**src/core/sdadc_regs.vh**
```
/*
  Register offsets, field positions, reset values and timing constants
  for the delta-sigma converter control block.
  Assumes an 8-bit register port with byte-wide offsets.
*/
`ifndef SDADC_REGS_VH
`define SDADC_REGS_VH

// ==========================================================
// register offsets
`define OFF_POWER_CONTROL   8'h00
`define OFF_CONV_CONTROL_0  8'h01
`define OFF_CONV_CONTROL_1  8'h02
`define OFF_AMP_CONTROL_0   8'h03
`define OFF_AMP_CONTROL_1   8'h04
`define OFF_AMP_CHANNEL     8'h05
`define OFF_RESULT_LOW      8'h06
`define OFF_RESULT_MIDDLE   8'h07
`define OFF_RESULT_HIGH     8'h08

// ==========================================================
// reset values
`define RST_POWER_CONTROL   8'h00
`define RST_CONV_CONTROL_0  8'h80
`define RST_CONV_CONTROL_1  8'h00
`define RST_AMP_CONTROL_0   8'h00
`define RST_AMP_CONTROL_1   8'h00
`define RST_AMP_CHANNEL     8'h00
`define RST_RESULT          24'h000000

// ==========================================================
// power control fields
`define PC_REG_EN     7
`define PC_REG_BYPASS 6
`define PC_VOUT_SEL   1
`define PC_VCM_EN     0

// conversion control 0 fields
`define C0_POWER_DOWN 7
`define C0_CONV_RESET 5
`define C0_REF_SEL    3
`define C0_RATE_HI    2
`define C0_RATE_LO    0

// conversion control 1 fields
`define C1_HOLD       7
`define C1_DONE       6
`define C1_INT_EN     5
`define C1_REQ        4
`define C1_FILT_HI    2
`define C1_FILT_LO    0

// amplifier control 0 fields
`define A0_AMP_HI     2
`define A0_AMP_LO     0
`define A0_CONV_HI    4
`define A0_CONV_LO    3
`define A0_REF_HI     6
`define A0_REF_LO     5

// amplifier control 1 fields
`define A1_POS_BUF    7
`define A1_NEG_BUF    6
`define A1_TRIM_HI    5
`define A1_TRIM_LO    0

// channel select fields and temperature sensor codes
`define CH_POS_HI     2
`define CH_POS_LO     0
`define CH_NEG_HI     5
`define CH_NEG_LO     3
`define CH_TEMP_POS   3'h6
`define CH_TEMP_NEG   3'h7

// ==========================================================
// result full scale
`define FS_POS        24'h7fffff
`define FS_NEG        24'h800000
`define FS_POS_WIDE   32'h007fffff
`define FS_NEG_WIDE   32'hff800000

// base conversion period in cycles at rate code zero
`define CONV_BASE_CYCLES 16'h0040

`endif

```
**src/core/sdadc_saturate.v**
```verilog
/*
  Clamps the wide signed filter output to the 24-bit result range.
  Assumes the filter output is already scaled so that one step equals
  the amplified reference divided by two to the twenty-third.
*/
`include "sdadc_regs.vh"

module sdadc_saturate
(
  input  wire [31:0] sample_in,
  output reg  [23:0] code_out
);

  // ========================================================
  // clamp against both full-scale limits
  always @*
  begin
    if (!sample_in[31] && (sample_in > `FS_POS_WIDE))
    begin
      code_out = `FS_POS;
    end
    else if (sample_in[31] && (sample_in < `FS_NEG_WIDE))
    begin
      code_out = `FS_NEG;
    end
    else
    begin
      code_out = sample_in[23:0];
    end
  end

endmodule // sdadc_saturate

```
**src/core/sdadc_ctrl.v**
```verilog
/*
  Control, timing and result handling for a 24-bit delta-sigma converter.
  Assumes a synchronous 8-bit register port and an analog front end with
  a decimation filter that presents a wide signed sample on FE_SAMPLE.
*/
// Added by the designer: the plain strobed port and the register addresses.
// How it works
// - setting the power-down bit gates off every converter enable and stops conversion.
// - each result is a 24-bit two's complement code whose top bit is the sign.
// - results beyond full scale clamp to 8388607 or -8388608 without wrapping.
// - one code step equals the amplified reference over 8388608, set by the front-end scaling.
// - the reference-select bit picks the external reference pins, else the internal supply.
// - amplifier, converter and reference gains come from three independent fields.
// - all-zero amplifier control registers mean unity gains and default input and offset.
// - routing the temperature sensor outputs to the amplifier converts the sensor.
// - a 3-bit rate field with a 3-bit filter mode field sets the output data rate.
// - the result reads as low, middle and high bytes with the sign in the high byte.
// - writing 10000011 to power control enables regulator and common mode at 3.3V.
// - each finished conversion sets the done flag and the interrupt request flag.
// - while hold is set the latest result is kept and newer ones are discarded.
`include "sdadc_regs.vh"

module sdadc_ctrl
#(
  parameter CONV_BASE = `CONV_BASE_CYCLES
)
(
  input  wire        CLK,
  input  wire        RST,
  input  wire [7:0]  ADDR,
  input  wire [7:0]  WDATA,
  input  wire        WR,
  input  wire        RD,
  output reg  [7:0]  RDATA,
  input  wire [31:0] FE_SAMPLE,
  output wire        REG_EN,
  output wire        REG_BYPASS,
  output wire        REG_VOUT_SEL,
  output wire        VCM_EN,
  output wire        AMP_EN,
  output wire        CONV_EN,
  output wire        FILTER_EN,
  output wire        FILTER_CLEAR,
  output wire [2:0]  FILTER_MODE,
  output wire        REF_EXT_SEL,
  output wire [2:0]  AMP_GAIN,
  output wire [1:0]  CONV_GAIN,
  output wire [1:0]  REF_GAIN,
  output wire [5:0]  OFFSET_TRIM,
  output wire [2:0]  AMP_POS_SEL,
  output wire [2:0]  AMP_NEG_SEL,
  output wire        TEMP_SENSE_EN,
  output wire        POS_REF_BUF_EN,
  output wire        NEG_REF_BUF_EN,
  output wire        CONV_DONE,
  output wire        CONV_IRQ
);

  // ========================================================
  // conversion period from rate and filter mode
  function [15:0] conv_period;
    input [15:0] base;
    input [2:0]  rate;
    input [2:0]  filt;
    reg   [15:0] p;
    begin
      p = base << rate;
      // higher filter orders settle over a doubled window
      if (filt != 3'h0)
      begin
        p = p << 1;
      end
      conv_period = p;
    end
  endfunction

  // register write decode shared by every register
  function wr_hit;
    input       wr;
    input [7:0] addr;
    input [7:0] off;
    begin
      wr_hit = wr && (addr == off);
    end
  endfunction

  // ========================================================
  // storage
  reg  [7:0]  power_control_reg;
  reg  [7:0]  conv_control_0_reg;
  reg  [7:0]  conv_control_1_reg;
  reg  [7:0]  amp_control_0_reg;
  reg  [7:0]  amp_control_1_reg;
  reg  [7:0]  amp_channel_reg;
  reg  [23:0] result_reg;
  reg  [23:0] result_next;
  reg         done_reg;
  reg         done_next;
  reg         req_reg;
  reg         req_next;
  reg         armed_reg;
  reg         armed_next;
  reg  [15:0] cnt_reg;
  reg  [15:0] cnt_next;
  reg  [7:0]  rdata_next;

  wire        power_down;
  wire        conv_reset;
  wire        running;
  wire        conv_end;
  wire [15:0] period;
  wire [23:0] sat_code;
  wire        wr_c1;
  wire        pos_temp;
  wire        neg_temp;

  assign power_down = conv_control_0_reg[`C0_POWER_DOWN];
  assign conv_reset = conv_control_0_reg[`C0_CONV_RESET];
  assign wr_c1      = wr_hit(WR, ADDR, `OFF_CONV_CONTROL_1);

  // ========================================================
  // clamp of the filter sample
  // clamp to full scale
  sdadc_saturate u_sat
  (
    .sample_in (FE_SAMPLE),
    .code_out  (sat_code)
  );

  // ========================================================
  // software-written control registers
  always @(posedge CLK or posedge RST)
  begin
    if (RST)
    begin
      power_control_reg  <= `RST_POWER_CONTROL;
      conv_control_0_reg <= `RST_CONV_CONTROL_0;
      amp_control_0_reg  <= `RST_AMP_CONTROL_0;
      amp_control_1_reg  <= `RST_AMP_CONTROL_1;
      amp_channel_reg    <= `RST_AMP_CHANNEL;
    end
    else
    begin
      if (wr_hit(WR, ADDR, `OFF_POWER_CONTROL))
      begin
        power_control_reg <= WDATA;
      end
      if (wr_hit(WR, ADDR, `OFF_CONV_CONTROL_0))
      begin
        conv_control_0_reg <= WDATA;
      end
      if (wr_hit(WR, ADDR, `OFF_AMP_CONTROL_0))
      begin
        amp_control_0_reg <= WDATA;
      end
      if (wr_hit(WR, ADDR, `OFF_AMP_CONTROL_1))
      begin
        amp_control_1_reg <= WDATA;
      end
      if (wr_hit(WR, ADDR, `OFF_AMP_CHANNEL))
      begin
        amp_channel_reg <= WDATA;
      end
    end
  end

  // control 1 holds software bits; the flag bits live apart
  always @(posedge CLK or posedge RST)
  begin
    if (RST)
    begin
      conv_control_1_reg <= `RST_CONV_CONTROL_1;
    end
    else if (wr_c1)
    begin
      conv_control_1_reg <= WDATA;
    end
  end

  // ========================================================
  // start sequence: reset pulse arms, release starts
  always @*
  begin
    armed_next = armed_reg;
    if (power_down)
    begin
      armed_next = 1'h0;
    end
    else if (conv_reset)
    begin
      armed_next = 1'h1;
    end
  end

  assign running = armed_reg && !conv_reset && !power_down;

  // ========================================================
  // conversion cycle timer
  // rate with filter mode
  assign period = conv_period(CONV_BASE[15:0],
                              conv_control_0_reg[`C0_RATE_HI:`C0_RATE_LO],
                              conv_control_1_reg[`C1_FILT_HI:`C1_FILT_LO]);

  assign conv_end = running && (cnt_reg == (period - 16'h0001));

  always @*
  begin
    cnt_next = cnt_reg;
    if (!running || conv_end)
    begin
      cnt_next = 16'h0000;
    end
    else
    begin
      cnt_next = cnt_reg + 16'h0001;
    end
  end

  // ========================================================
  // result latch with hold
  always @*
  begin
    result_next = result_reg;
    if (conv_end && !conv_control_1_reg[`C1_HOLD])
    begin
      // full scale is two to the 23
      result_next = sat_code;
    end
  end

  // ========================================================
  // done and request flags; a completion wins over a clear
  always @*
  begin
    done_next = done_reg;
    req_next  = req_reg;
    if (wr_c1 && !WDATA[`C1_DONE])
    begin
      done_next = 1'h0;
    end
    if (wr_c1 && !WDATA[`C1_REQ])
    begin
      req_next = 1'h0;
    end
    if (conv_end)
    begin
      done_next = 1'h1;
      req_next  = 1'h1;
    end
  end

  // ========================================================
  // state flip-flops
  always @(posedge CLK or posedge RST)
  begin
    if (RST)
    begin
      armed_reg  <= 1'h0;
      cnt_reg    <= 16'h0000;
      result_reg <= `RST_RESULT;
      done_reg   <= 1'h0;
      req_reg    <= 1'h0;
    end
    else
    begin
      armed_reg  <= armed_next;
      cnt_reg    <= cnt_next;
      result_reg <= result_next;
      done_reg   <= done_next;
      req_reg    <= req_next;
    end
  end

  // ========================================================
  // read mux, data valid the cycle after the strobe
  always @*
  begin
    rdata_next = 8'h00;
    case (ADDR)
      `OFF_POWER_CONTROL:  rdata_next = power_control_reg;
      `OFF_CONV_CONTROL_0: rdata_next = conv_control_0_reg;
      `OFF_CONV_CONTROL_1:
      begin
        rdata_next = conv_control_1_reg;
        rdata_next[`C1_DONE] = done_reg;
        rdata_next[`C1_REQ]  = req_reg;
      end
      `OFF_AMP_CONTROL_0:  rdata_next = amp_control_0_reg;
      `OFF_AMP_CONTROL_1:  rdata_next = amp_control_1_reg;
      `OFF_AMP_CHANNEL:    rdata_next = amp_channel_reg;
      `OFF_RESULT_LOW:     rdata_next = result_reg[7:0];
      `OFF_RESULT_MIDDLE:  rdata_next = result_reg[15:8];
      `OFF_RESULT_HIGH:    rdata_next = result_reg[23:16];
      default:             rdata_next = 8'h00;
    endcase
  end

  always @(posedge CLK or posedge RST)
  begin
    if (RST)
    begin
      RDATA <= 8'h00;
    end
    else if (RD)
    begin
      RDATA <= rdata_next;
    end
    else
    begin
      RDATA <= 8'h00;
    end
  end

  // ========================================================
  // regulator and common mode stay under power control
  // regulator and common mode
  assign REG_EN       = power_control_reg[`PC_REG_EN];
  assign REG_BYPASS   = power_control_reg[`PC_REG_BYPASS];
  assign REG_VOUT_SEL = power_control_reg[`PC_VOUT_SEL];
  assign VCM_EN       = power_control_reg[`PC_VCM_EN];

  // ========================================================
  // converter enables, all gated by power-down
  // power-down gates all
  assign AMP_EN       = !power_down;
  assign CONV_EN      = !power_down;
  assign FILTER_EN    = !power_down;
  assign FILTER_CLEAR = conv_reset && !power_down;
  assign FILTER_MODE  = conv_control_1_reg[`C1_FILT_HI:`C1_FILT_LO];

  assign REF_EXT_SEL  = conv_control_0_reg[`C0_REF_SEL];

  // ========================================================
  // gain and input routing to the front end
  // independent gain fields
  assign AMP_GAIN     = amp_control_0_reg[`A0_AMP_HI:`A0_AMP_LO];
  assign CONV_GAIN    = amp_control_0_reg[`A0_CONV_HI:`A0_CONV_LO];
  assign REF_GAIN     = amp_control_0_reg[`A0_REF_HI:`A0_REF_LO];
  assign OFFSET_TRIM  = amp_control_1_reg[`A1_TRIM_HI:`A1_TRIM_LO];
  assign AMP_POS_SEL  = amp_channel_reg[`CH_POS_HI:`CH_POS_LO];
  assign AMP_NEG_SEL  = amp_channel_reg[`CH_NEG_HI:`CH_NEG_LO];

  // sensor powered when either amplifier input selects it
  // temperature sensor routing
  assign pos_temp      = (AMP_POS_SEL == `CH_TEMP_POS);
  assign neg_temp      = (AMP_NEG_SEL == `CH_TEMP_NEG);
  assign TEMP_SENSE_EN = (pos_temp || neg_temp) && !power_down;

  // reference buffers
  assign POS_REF_BUF_EN = amp_control_1_reg[`A1_POS_BUF] && !power_down;
  assign NEG_REF_BUF_EN = amp_control_1_reg[`A1_NEG_BUF] && !power_down;

  // ========================================================
  // flag outputs
  assign CONV_DONE = done_reg;
  assign CONV_IRQ  = req_reg && conv_control_1_reg[`C1_INT_EN];

endmodule // sdadc_ctrl

```
**config.mk**
```make
export PLATFORM = sky130hd
export DESIGN_NAME = sdadc_ctrl
export DESIGN_NICKNAME = d
export VERILOG_FILES = /design/src/core/sdadc_saturate.v /design/src/core/sdadc_ctrl.v
export VERILOG_INCLUDE_DIRS = /design/src /design/src/core
export SDC_FILE = /design/constraint.sdc
export NUM_CORES = 1
export LEC_CHECK = 0
export BUFFER_PORTS_ARGS = -buffer_cell sky130_fd_sc_hd__buf_2
export CAP_MARGIN = 20
export CORE_AREA = 5 5 109 111
export DETAILED_ROUTE_END_ITERATION = 12
export DIE_AREA = 0 0 114 116
export PLACE_DENSITY = 0.68
export SYNTH_ARGS = -nofsm -noshare
export SYNTH_HDL_FRONTEND = slang
export SYNTH_SLANG_ARGS = --single-unit
```
**constraint.sdc**
```tcl
create_clock -name CLK -period 5.2 [get_ports CLK]
set_clock_uncertainty 0.1 [all_clocks]
set_input_delay 0.78 -clock CLK [delete_from_list [all_inputs] [get_ports CLK]]
set_output_delay 0.78 -clock CLK [all_outputs]
set_load 0.02 [all_outputs]
```
== After elaboration in Yosys (flattened, before gate mapping) ==
Index checks and enable logic that the tools add are counted.

* Bits in latches: 0
* Output and inout bits: 44
* Input bits: 52
* Flip-flop bits (word level): 99
* Memory bits (writable): 0
* ROM bits: 0
* Logic and storage cells: 73
* Memories kept: 0

* Reductions and logical operators: 33
* Shift-type cells: 1
* Multiplexer cells: 12
* Multiply operators: 0
* Divide/modulo/power cells: 0
* $add $sub $neg: 2
* Equal/unequal tests: 11
* Bitwise logic cells: 0
* Magnitude comparators: 2

{| class="wikitable"
|+ Operators by type and width
! cell !! number
|-
| 8-bit case mux with 9 select lines || 1
|-
| 24-bit 2-to-1 mux || 2
|-
| 8-bit by 3-bit equality test with 1-bit output (second input constant) || 4
|-
| 32-bit by 23-bit greater-than comparator with 1-bit output (second input constant) || 1
|-
| 32-bit < comparator (second input constant) || 1
|-
| 16-bit 2-to-1 mux || 2
|-
| 1-bit logical AND || 19
|-
| 16-bit by 1-bit adder with 16-bit output (second input constant) || 1
|-
| 16-bit equality test || 1
|-
| 8-bit by 2-bit equality test with 1-bit output (second input constant) || 2
|-
| 7-bit by 3-bit left shift with 16-bit output (first input constant) || 1
|-
| 16-bit by 1-bit subtractor with 16-bit output (second input constant) || 1
|-
| 8-bit by 1-bit equality test with 1-bit output (second input constant) || 1
|-
| 8-bit by 4-bit equality test with 1-bit output (second input constant) || 1
|-
| 8-bit zero test || 1
|-
| 8-bit 2-to-1 mux || 1
|-
| 1-bit zero test || 7
|-
| 3-bit equality test (second input constant) || 2
|-
| 1-bit 2-to-1 mux || 6
|-
| 2-bit nonzero test || 3
|-
| 3-bit nonzero test || 1
|-
| 1-bit logical OR || 2
|}

== Logic depth before layout (Yosys ltp) ==
Gate-level depths: netlist of run 1.

* Depth in word-level cells: 7
* Depth in mapped cells: 12
* Depth with buffers taken out: 9

== Cells and area by module ==
From an unflattened synthesis of run 1, not the netlist that was laid out.

* Cells, all modules: 468
* Area total of the unflattened synthesis: 5460.2 um^2

{| class="wikitable"
|+ Modules (own cells, without submodules)
! module !! cells an instance !! times used !! area an instance (um^2) !! sequential area each (um^2)
|-
| sdadc_ctrl || 434 || 1 || 5191.2 || 2428.6
|-
| sdadc_saturate || 34 || 1 || 269.0 || 0.0
|}

== Least setup slack after synthesis of run 1 ==
Ideal clock, no wire load.

* Path kind: reg2reg
* Start point: register conv_control_1_reg[1]
* End point: register result_reg[23]
* Setup slack: 1.637 ns
* Stages on the path, launching flop included: 11
* Buffers on the path: 2
* Setup time: 0.127 ns
* Period minus slack after synthesis: 3.563 ns
* Arrival: 3.336 ns
* Required time: 4.973 ns
* Path through: dfrtp_1 -> buf_4 -> or4_1 -> nand3_1 -> ha_1 -> clkbuf_1 -> xor2_1 -> or4b_1 -> a311o_1 -> a2111oi_4 -> mux2_1

* Longest elaborated chain between the ends: 6

{| class="wikitable"
|+ Ends and longest elaborated chain
! element !! line !! RTL
|-
| start, declared || sdadc_ctrl.v:91 || <nowiki>reg [7:0] conv_control_1_reg;</nowiki>
|-
| start signal, assigned || sdadc_ctrl.v:172 || <nowiki>conv_control_1_reg <= `RST_CONV_CONTROL_1;</nowiki>
|-
| 3-bit nonzero test || sdadc_ctrl.v:69 || <nowiki>if (filt != 3'h0)</nowiki>
|-
| 16-bit 2-to-1 mux || sdadc_ctrl.v:69 ||
|-
| 16-bit by 1-bit subtractor with 16-bit output || sdadc_ctrl.v:204 || <nowiki>assign conv_end = running && (cnt_reg == (period - 16'h0001));</nowiki>
|-
| 16-bit equality test || sdadc_ctrl.v:204 ||
|-
| 1-bit logical AND || sdadc_ctrl.v:204 ||
|-
| 1-bit logical AND || sdadc_ctrl.v:224 || <nowiki>if (conv_end && !conv_control_1_reg[`C1_HOLD])</nowiki>
|-
| end signal, assigned || sdadc_ctrl.v:260 || <nowiki>result_reg <= `RST_RESULT;</nowiki>
|-
| end signal, assigned || sdadc_ctrl.v:268 || <nowiki>result_reg <= result_next;</nowiki>
|-
| end, declared || sdadc_ctrl.v:95 || <nowiki>reg [23:0] result_reg;</nowiki>
|}

No other way between the ends.
A chain may end at the register's enable or synchronous reset.

== Worst setup path after layout of run 1 ==
* Start point: register conv_control_1_reg[0]
* End point: register result_reg[23]

Same word-level chain as after synthesis.

==> reports/results.ini, run 1 <==
[synthesis]
async_flop_share_pct=100
syn_area_um2=5300
synth.avg_cell_area_um2=10.7
synthTopCellsByArea=dfrtp_1 45%, mux2_2 9.6%, mux2i_1 7.6%
synth_adder_area_share_pct=0.472
synthSimpleGateAreaFrac_pct=13.9
ys.flop_type=dfrtp_1
yosys-top-cells-count=96 x dfrtp_1, 45 x mux2_2, 40 x mux2i_1
synth_most_common_cell=dfrtp_1
yosys_warnings=0
ys_seq_elements=97
synth_top_area_share_pct=45.3
yosys.area_share.xor_xnor_pct=2.98
synth_edf_count=0
synth_top_cell_by_area=dfrtp_1
synth_compound_area_share_pct=9.59
synth_cells=495
synth_cell_types=59
synth-seq-area-share_pct=45.8
muxShareOfSynthArea_pct=19.5
syn-num-nets=549
synth_top_family_by_area=multiplexers

[routing]
num_vias=3977
wl_um=12700
drtIter0Drc=294
dr.pass1.iters=4
routed_via_density=5.66
postRouteAntennaNets=0
drc=0
wl_per_cell_um=18.1

[worst_setup_path]
crit_type=register to register
path_buf_inv=1
required_ns=5.35
cp_top_family=simple AND/OR/NAND/NOR gates
cp-end-kind=register
crit_slowest_cell=or4_1
cp.arrival_ns=4.24
path_cells=or4_1 -> nand3_1 -> ha_1 -> xor2_1 -> or4b_1 -> a311o_1 -> a2111oi_4 -> buf_4 -> mux2_1
critPathMaxStageDelay_ns=0.64
worstPathMaxFanout=21
startpoint_type=register

[clocking]
cts.sinks=97
cts_resized=0
clk_latency_ns=0.36
cts_root_buf=clkbuf_8
cts.reportedPaths.clkPinSlew_ns=0.09
htreeDepth=3
cts_tree=yes
post_cts_buffers=0
clk_path_buf_depth=2
cts_hold_buf=0
cts_made_buffers=9

[sta]
max_freq_ghz=0.244
fin_crit_ns=4.10
relSlewSlack_pct=32.6
setup_tns_ns=0
worst_pin_slew_ns=1.01
rsz0062_at_grt=false
hold_viol=0
hold-worst-slack_ns=0.395
setup_violations=0
finalCritPeriodShare_pct=78.8
slew_violations=0

[global_route]
first_global_vias=3957
grt_first_pass_wirelength_um=20700
grt_use_total_pct=19.8
antenna_found_initial=0
overflow=0
grt_max_degree=51

[hold_path]
min_path_type=input port to async pin

[placement]
portBuffers=95
place_hpwl_um=9340
gp_congestion=0.837

[finish]
largest_reg_flops=24
nets=612
diodes=0
drive_gt1_share_pct=30.9
area.growth.synth_to_final_pct=11.6

[die]
die_w_um=114
die-height_um=116
start_util_pct=49.5
core_um2=10700
placementRows=38
fp.dieArea_um2=13200
ioPinCount=96

[run]
maxCapViolCount=0

[power_and_ir_drop]
vdd_ir_drop_max_v=0.000150
p_per_area_nw_per_um2=259
p_leak_nw=2.85

[status]
run_status=completed

==> area by class of cell <==
class / count / area [µm²]
Fill cell: 958 / 4790
Multi-Input combinational cell: 320 / 2460
Sequential cell: 97 / 2430
Timing Repair Buffer: 102 / 528
Tap cell: 140 / 175
Clock buffer: 12 / 135
Inverter: 28 / 108
Clock inverter: 4 / 76.3
==> placed cells by master, fill, tap and decap left out, drive strengths merged, types with 2 or more instances in the layout <==
cell type / synthesis / final
a2111oi: 2 / 2
a211oi: 2 / 2
a21boi: 2 / 2
a21oi: 3 / 3
a221oi: 3 / 3
a22o: 2 / 2
a22oi: 4 / 4
a31oi: 4 / 4
and2: 3 / 3
and3: 11 / 11
and4: 2 / 2
buf: 35 / 102
bufinv: 0 / 2
clkbuf: 15 / 12
dfrtp: 96 / 96
ha: 2 / 2
inv: 28 / 29
mux2: 46 / 46
mux2i: 40 / 40
mux4: 5 / 5
nand2: 27 / 27
nand2b: 6 / 6
nand3: 12 / 12
nand3b: 3 / 3
nand4: 7 / 7
nor2: 17 / 17
nor2b: 11 / 11
nor3: 17 / 17
nor3b: 2 / 2
nor4: 7 / 7
o21ai: 33 / 33
o22ai: 9 / 9
o31ai: 3 / 3
or3: 2 / 2
or4: 2 / 2
xnor2: 10 / 10
xor2: 8 / 8
==> cell families after synthesis <==
kind of cell	Yosys count
buf+inv	78
mux	91
fa+ha+maj	2
xor+xnor	18
flops	97
compound gates	76
simple gates	133
==> per-stage QoR <==
step           instance area (µm²)  setup slack [ns]  total power, mW  instances  utilization, %
2_1_floorplan                 5300              1.64            0.954        495               -
3_3_place_gp                  5690              1.24             1.00        686            53.2
3_5_place_dp                  5700              1.14             1.01        687            53.3
4_1_cts                       5910              1.12             1.54        703            55.3
5_1_grt                       5910             0.923             1.60        703            55.3
6_report                      5910              1.10             1.53        703            55.3
==> routing by layer <==
metal	GRT usage (%)	share of wire [%]	vias up
met4	4.04	0.83	0
met2	31.1	49	112
li1	-	-	1878
met5	0	0	-
met1	28.7	45	1977
met3	3.97	5.8	10
==> where the power goes <==
part | leakage (nW) | switching (mW) | internal [mW] | total, mW
clock network | 0.101 | 0.262 | 0.274 | 0.536
registers | 1.22 | 0.0226 | 0.772 | 0.795
logic | 1.53 | 0.118 | 0.0824 | 0.201
total | 2.85 | 0.403 | 1.13 | 1.53
==> worst paths after layout <==
kind / startpoint / to / slack (ns) / cells after the start
max: conv_control_1_reg[0] / result_reg[23] / 1.10 / 9
min: RST / amp_control_0_reg[6] / 0.40 / 2
max reg2reg: conv_control_1_reg[0] / result_reg[23] / 1.10 / 9
min reg2reg: cnt_reg[0] / cnt_reg[0] / 0.40 / 1
max in group asynchronous: RST / CONV_DONE / 3.55 / 3
min in group CLK: cnt_reg[0] / cnt_reg[0] / 0.40 / 1
Power figures use the tool's default switching activity.
==> inputs of run 2 (changes only) <==
Settings changed: ABC_AREA set to 1, CORE_AREA 5 5 109 111 to 5 5 112 114, DIE_AREA 0 0 114 116 to 0 0 117 119, PLACE_DENSITY 0.68 to 0.67.
Clock period 5.2 ns to 3.8 ns, I/O delays scaled along.
==> reports/results.ini, run 2 <==
[sta]
worst_pin_slew_ns=0.777
max_freq_ghz=0.325
rsz0062_at_grt=false
fin_crit_ns=3.07
hold_viol=0
finalCritPeriodShare_pct=80.9
slew_violations=0
relSlewSlack_pct=47.9
setup_tns_ns=0
setup_violations=0

[power_and_ir_drop]
vdd_ir_drop_max_v=0.000216
p_leak_nw=3.21
p_per_area_nw_per_um2=386

[worst_setup_path]
path_cells=nor2_2 -> nand2_2 -> o21ai_0 -> ha_1 -> inv_1 -> a21oi_4 -> nand3_2 -> nor2_2 -> nand2_1 -> nand2_2 -> nand3_2 -> nor2_4 -> nand4_1 -> nand2_1
cp.arrival_ns=3.26
critPathMaxStageDelay_ns=0.44
required_ns=3.98
crit_slowest_cell=nor2_4
cp_top_family=simple AND/OR/NAND/NOR gates
worstPathMaxFanout=24
crit_type=register to register
cp-end-kind=register
path_buf_inv=1
startpoint_type=register

[synthesis]
synth.avg_cell_area_um2=7.48
yosys-top-cells-count=250 x nand2_1, 96 x dfrtp_1, 72 x inv_1
ys_seq_elements=97
synth_top_area_share_pct=43.6
syn-num-nets=791
synthTopCellsByArea=dfrtp_1 44%, nand2_1 17%, o21ai_0 6.2%
syn_area_um2=5520
synth_cells=737
synth-seq-area-share_pct=44.0
synth_cell_types=40
synth_edf_count=0
yosys_warnings=0
synth_most_common_cell=nand2_1
ys.flop_type=dfrtp_1
async_flop_share_pct=100
synth_top_cell_by_area=dfrtp_1

[routing]
postRouteAntennaNets=0
routed_via_density=5.19
num_vias=4911
wl_um=14200
wl_met3_um=817
highest-signal-layer=met4
dr.pass1.iters=5
wl_per_cell_um=15.0
wl_met1_um=6620
drtIter0Drc=379
dr_wl_met2_um=6550
drc=0

[global_route]
overflow=0
grt_first_pass_wirelength_um=23200
first_global_vias=4688
grt_use_total_pct=21.1
grt_max_degree=62
antenna_found_initial=0

[clocking]
cts_root_buf=clkbuf_16
post_cts_buffers=0
cts.reportedPaths.clkPinSlew_ns=0.07
cts_resized=0
cts_hold_buf=0
cts_made_buffers=9
cts_tree=yes
cts.sinks=97
clk_latency_ns=0.36
clk_path_buf_depth=2
htreeDepth=3

[status]
run_status=completed

[die]
ioPinCount=96
core_um2=11300
die_w_um=117
fp.dieArea_um2=13900
placementRows=39
start_util_pct=48.7
die-height_um=119

[finish]
diodes=0
largest_reg_flops=24
mostFrequentLayoutCells=250 x nand2_1, 96 x dfrtp_1, 95 x buf_2
stdcell_area_um2=6170
layout_commonest_cell=nand2_1
nets=853
area.growth.synth_to_final_pct=11.9
multi_input_area_um2=2460
seqCellArea_um2=2430
nFillCells=1153
drive_gt1_share_pct=18.8

[placement]
gp_congestion=0.918
dpl_cell_area_um2=5870
place_hpwl_um=10900
portBuffers=95

[hold_path]
min_path_type=input port to async pin

[run]
maxCapViolCount=0

## run 2: cell types whose count changed after synthesis, sizes merged, moves of 7 or more
| cell | before | now |
|---|---|---|
| mux2 | 46 | 0 |
| and3 | 11 | 1 |
| inv | 28 | 75 |
| nand4 | 7 | 42 |
| a21oi | 3 | 21 |
| mux2i | 40 | 0 |
| nand2 | 27 | 256 |
| xnor2 | 10 | 3 |
| nor2b | 11 | 0 |
| nor2 | 17 | 55 |
| o22ai | 9 | 1 |
| nor3 | 17 | 8 |
| nand3 | 12 | 31 |
| o21ai | 33 | 70 |
## run 2: cell type report
| cell class | count | area share [%] |
|---|---|---|
| multi-input combinational | 514 | 39.9 |
| sequential | 97 | 39.4 |
| timing repair buffer | 101 | 8.64 |
| inverter | 76 | 4.64 |
| clock buffer | 10 | 3.71 |
| tap | 143 | 2.90 |
| clock inverter | 6 | 0.811 |
## run 2: cell families (layout without fill, tap and decap cells)
group / Yosys count / count (layout) / synth area share (%)
buffers and inverters: 126 / 193 / 11.4
XOR/XNOR: 9 / 9 / 1.43
AND/OR/NAND/NOR: 400 / 400 / 32.4
adder cells (fa/ha/maj): 2 / 2 / 0.454
AO/OA/AOI/OAI: 103 / 103 / 10.3
flip-flops: 97 / 97 / 44.0
## run 2: power breakdown
| part | internal (mW) | switching, mW |
|---|---|---|
| Combinational | 0.125 | 0.285 |
| Clock | 0.454 | 0.415 |
| Sequential | 1.07 | 0.0321 |
| Total | 1.65 | 0.732 |
## run 2: worst paths after layout
kind | from | endpoint | slack, ns | depth (start not counted)
setup / recovery | conv_control_1_reg[0] | result_reg[16] | 0.73 | 14
hold / removal | RST | amp_control_0_reg[0] | 0.1 | 2
setup reg to reg | conv_control_1_reg[0] | result_reg[16] | 0.73 | 14
hold reg to reg | cnt_reg[0] | cnt_reg[0] | 0.36 | 1
max in group asynchronous | RST | result_reg[10] | 2.60 | 4
min in group CLK | cnt_reg[0] | cnt_reg[0] | 0.36 | 1
## run 2: metrics by stage
stage                     setup slack [ns]  instances  hold slack, ns  power, mW  utilization, %
after CTS                            0.694        946           0.367       2.40            54.3
after detailed placement             0.719        930           0.359       1.54            51.9
after global routing                 0.301        947           0.122       2.51            54.5
after floorplan                      0.598        737           0.332       1.44               -
after global placement               0.832        930           0.353       1.53            51.9
final                                0.726        947          0.0963       2.38            54.5
## run 2: layer usage
| layer | vias to the layer above | global-route usage (%) |
|---|---|---|
| met5 | - | 0 |
| met4 | 0 | 6.88 |
| met3 | 18 | 3.19 |
| met2 | 113 | 32.2 |
| met1 | 2300 | 30.8 |
| li1 | 2480 | - |
==> inputs of run 3 (changes only) <==
Clock period 3.8 ns to 3.1 ns, I/O delays scaled along.
==> reports/results.ini, run 3 (synthesized netlist as in run 2, its figures left out) <==
[finish]
drive_gt1_share_pct=20.0
largest_reg_flops=24
area.growth.synth_to_final_pct=13.7
finish.utilization_pct=55.4
nets=862
stdcell_area_um2=6270
layout_commonest_cell=nand2_1
mostFrequentLayoutCells=250 x nand2_1, 96 x dfrtp_1, 95 x buf_2
diodes=0

[worst_setup_path]
rr_startpoint=conv_control_1_reg[0]
cp.arrival_ns=3.00
ff2ff_setup_slack_ns=0.24
crit_slowest_cell=dfrtp_1
path_common_cell=nand2_1
crit_type=register to register
required_ns=3.24
reg2reg_to=result_reg[13]
worstPathMaxFanout=15
critPathMaxStageDelay_ns=0.43
startpoint_type=register
r2r_cells=15
cp-end-kind=register
path_cells=nor2_2 -> nand2_2 -> o21ai_1 -> ha_2 -> inv_1 -> a21oi_4 -> nand2_1 -> nand3_1 -> nand2_1 -> nand2_1 -> nand2_1 -> nor2_4 -> nand4_4 -> nand2_1 -> nand2_1

[routing]
dr.pass1.iters=5
num_vias=5044
wl_um=14800
wl_per_cell_um=15.5
routed_via_density=5.28
drtIter0Drc=431
postRouteAntennaNets=0
drc=0

[power_and_ir_drop]
vdd_ir_drop_max_v=0.000298
swShare_pct=31.4
p_per_area_nw_per_um2=472
p_clk_share_pct=36.0
p_leak_nw=3.25
p_int_mw=2.03
p_sw_uw=930
pwr-share-seq_pct=45.6
combPwrFrac_pct=18.3

[sta]
worst_pin_slew_ns=0.718
setup_violations=0
hold_viol=0
setup_tns_ns=0
rsz0062_at_grt=false
slew_violations=0
layout_setup_ws_ns=0.242
relSlewSlack_pct=52.1
max_freq_ghz=0.350
fin_crit_ns=2.86
finalCritPeriodShare_pct=92.2

[global_route]
overflow=0
grt_use_total_pct=21.5
antenna_found_initial=0
first_global_vias=4762
grt_max_degree=59
grt_first_pass_wirelength_um=23700

[hold_path]
min_path_type=input port to async pin

[placement]
gp_congestion=0.929
portBuffers=95
dpl_cell_area_um2=5940
dp_slack_ns=0.106
place_hpwl_um=11200

[clocking]
clk_path_buf_depth=2
htreeDepth=3
cts_root_buf=clkbuf_16
cts_made_buffers=9
post_cts_buffers=0
cts.reportedPaths.clkPinSlew_ns=0.07
clk_latency_ns=0.35
cts_hold_buf=0
cts.sinks=97
cts_tree=yes

[die]
die-height_um=119
start_util_pct=48.7
die_w_um=117
ioPinCount=96
placementRows=39
core_um2=11300
fp.dieArea_um2=13900

[run]
maxCapViolCount=0

[status]
run_status=completed

## run 3: worst max-delay path by stage
stage / start / endpoint / slack [ns] / depth (start not counted)
3_5_place_dp: conv_control_1_reg[0] / result_reg[13] / 0.11 / 15
4_1_cts: conv_control_1_reg[0] / result_reg[13] / 0.09 / 15
6_report: conv_control_1_reg[0] / result_reg[13] / 0.24 / 15
5_1_grt: conv_control_1_reg[0] / result_reg[11] / 0.07 / 15
3_3_place_gp: conv_control_1_reg[0] / result_reg[2] / 0.31 / 15
2_1_floorplan: RST / CONV_DONE / 0.003 / 1
## run 3: layout make-up
type                    instances  area [µm²]
clock buffers                   9         225
clock inverters                 6        51.3
fillers                      1072        5050
inverters                      76         287
multi-input cells             516        2510
flip-flops and latches         97        2430
well taps                     143         179
repair buffers                108         586
## run 3: critical path, delay by kind of cell, from the launching register on
kind                       cells  cell delay, ns
buffers and inverters          1            0.10
and+or+nand+nor               11            1.45
DFF                            1            0.43
adders and majority gates      1            0.29
AOI/OAI and AO/OA              2            0.37
## run 3: per-layer routing
metal	global-route usage [%]	vias up	share of wire, %
met5	0	-	0
met4	5.45	0	1.4
met3	4.72	18	6.7
met2	32.6	137	47
met1	31.2	2383	45
li1	-	2506	-
## run 3: power by group through the flow
stage          combinational [mW]  sequential (mW)  clock [mW]
6_report                    0.542             1.35        1.07
5_1_grt                     0.607             1.36        1.14
4_1_cts                     0.514             1.35        1.09
3_5_place_dp                0.512             1.38           0
3_3_place_gp                0.502             1.37           0
2_1_floorplan               0.396             1.37           0
## run 3: through the flow
step                      hold WS, ns  std cells  power, mW
after floorplan                 0.332        737       1.76
after global placement          0.347        938       1.87
after detailed placement        0.354        938       1.89
after CTS                       0.123        953       2.95
after global routing            0.155        955       3.10
final                          0.0989        955       2.96
## run 3: timing repair
action,4_1_cts,5_1_grt
endpoints found under the setup margin,0,38
resized for setup,0,6
endpoints found under the hold margin,0,0
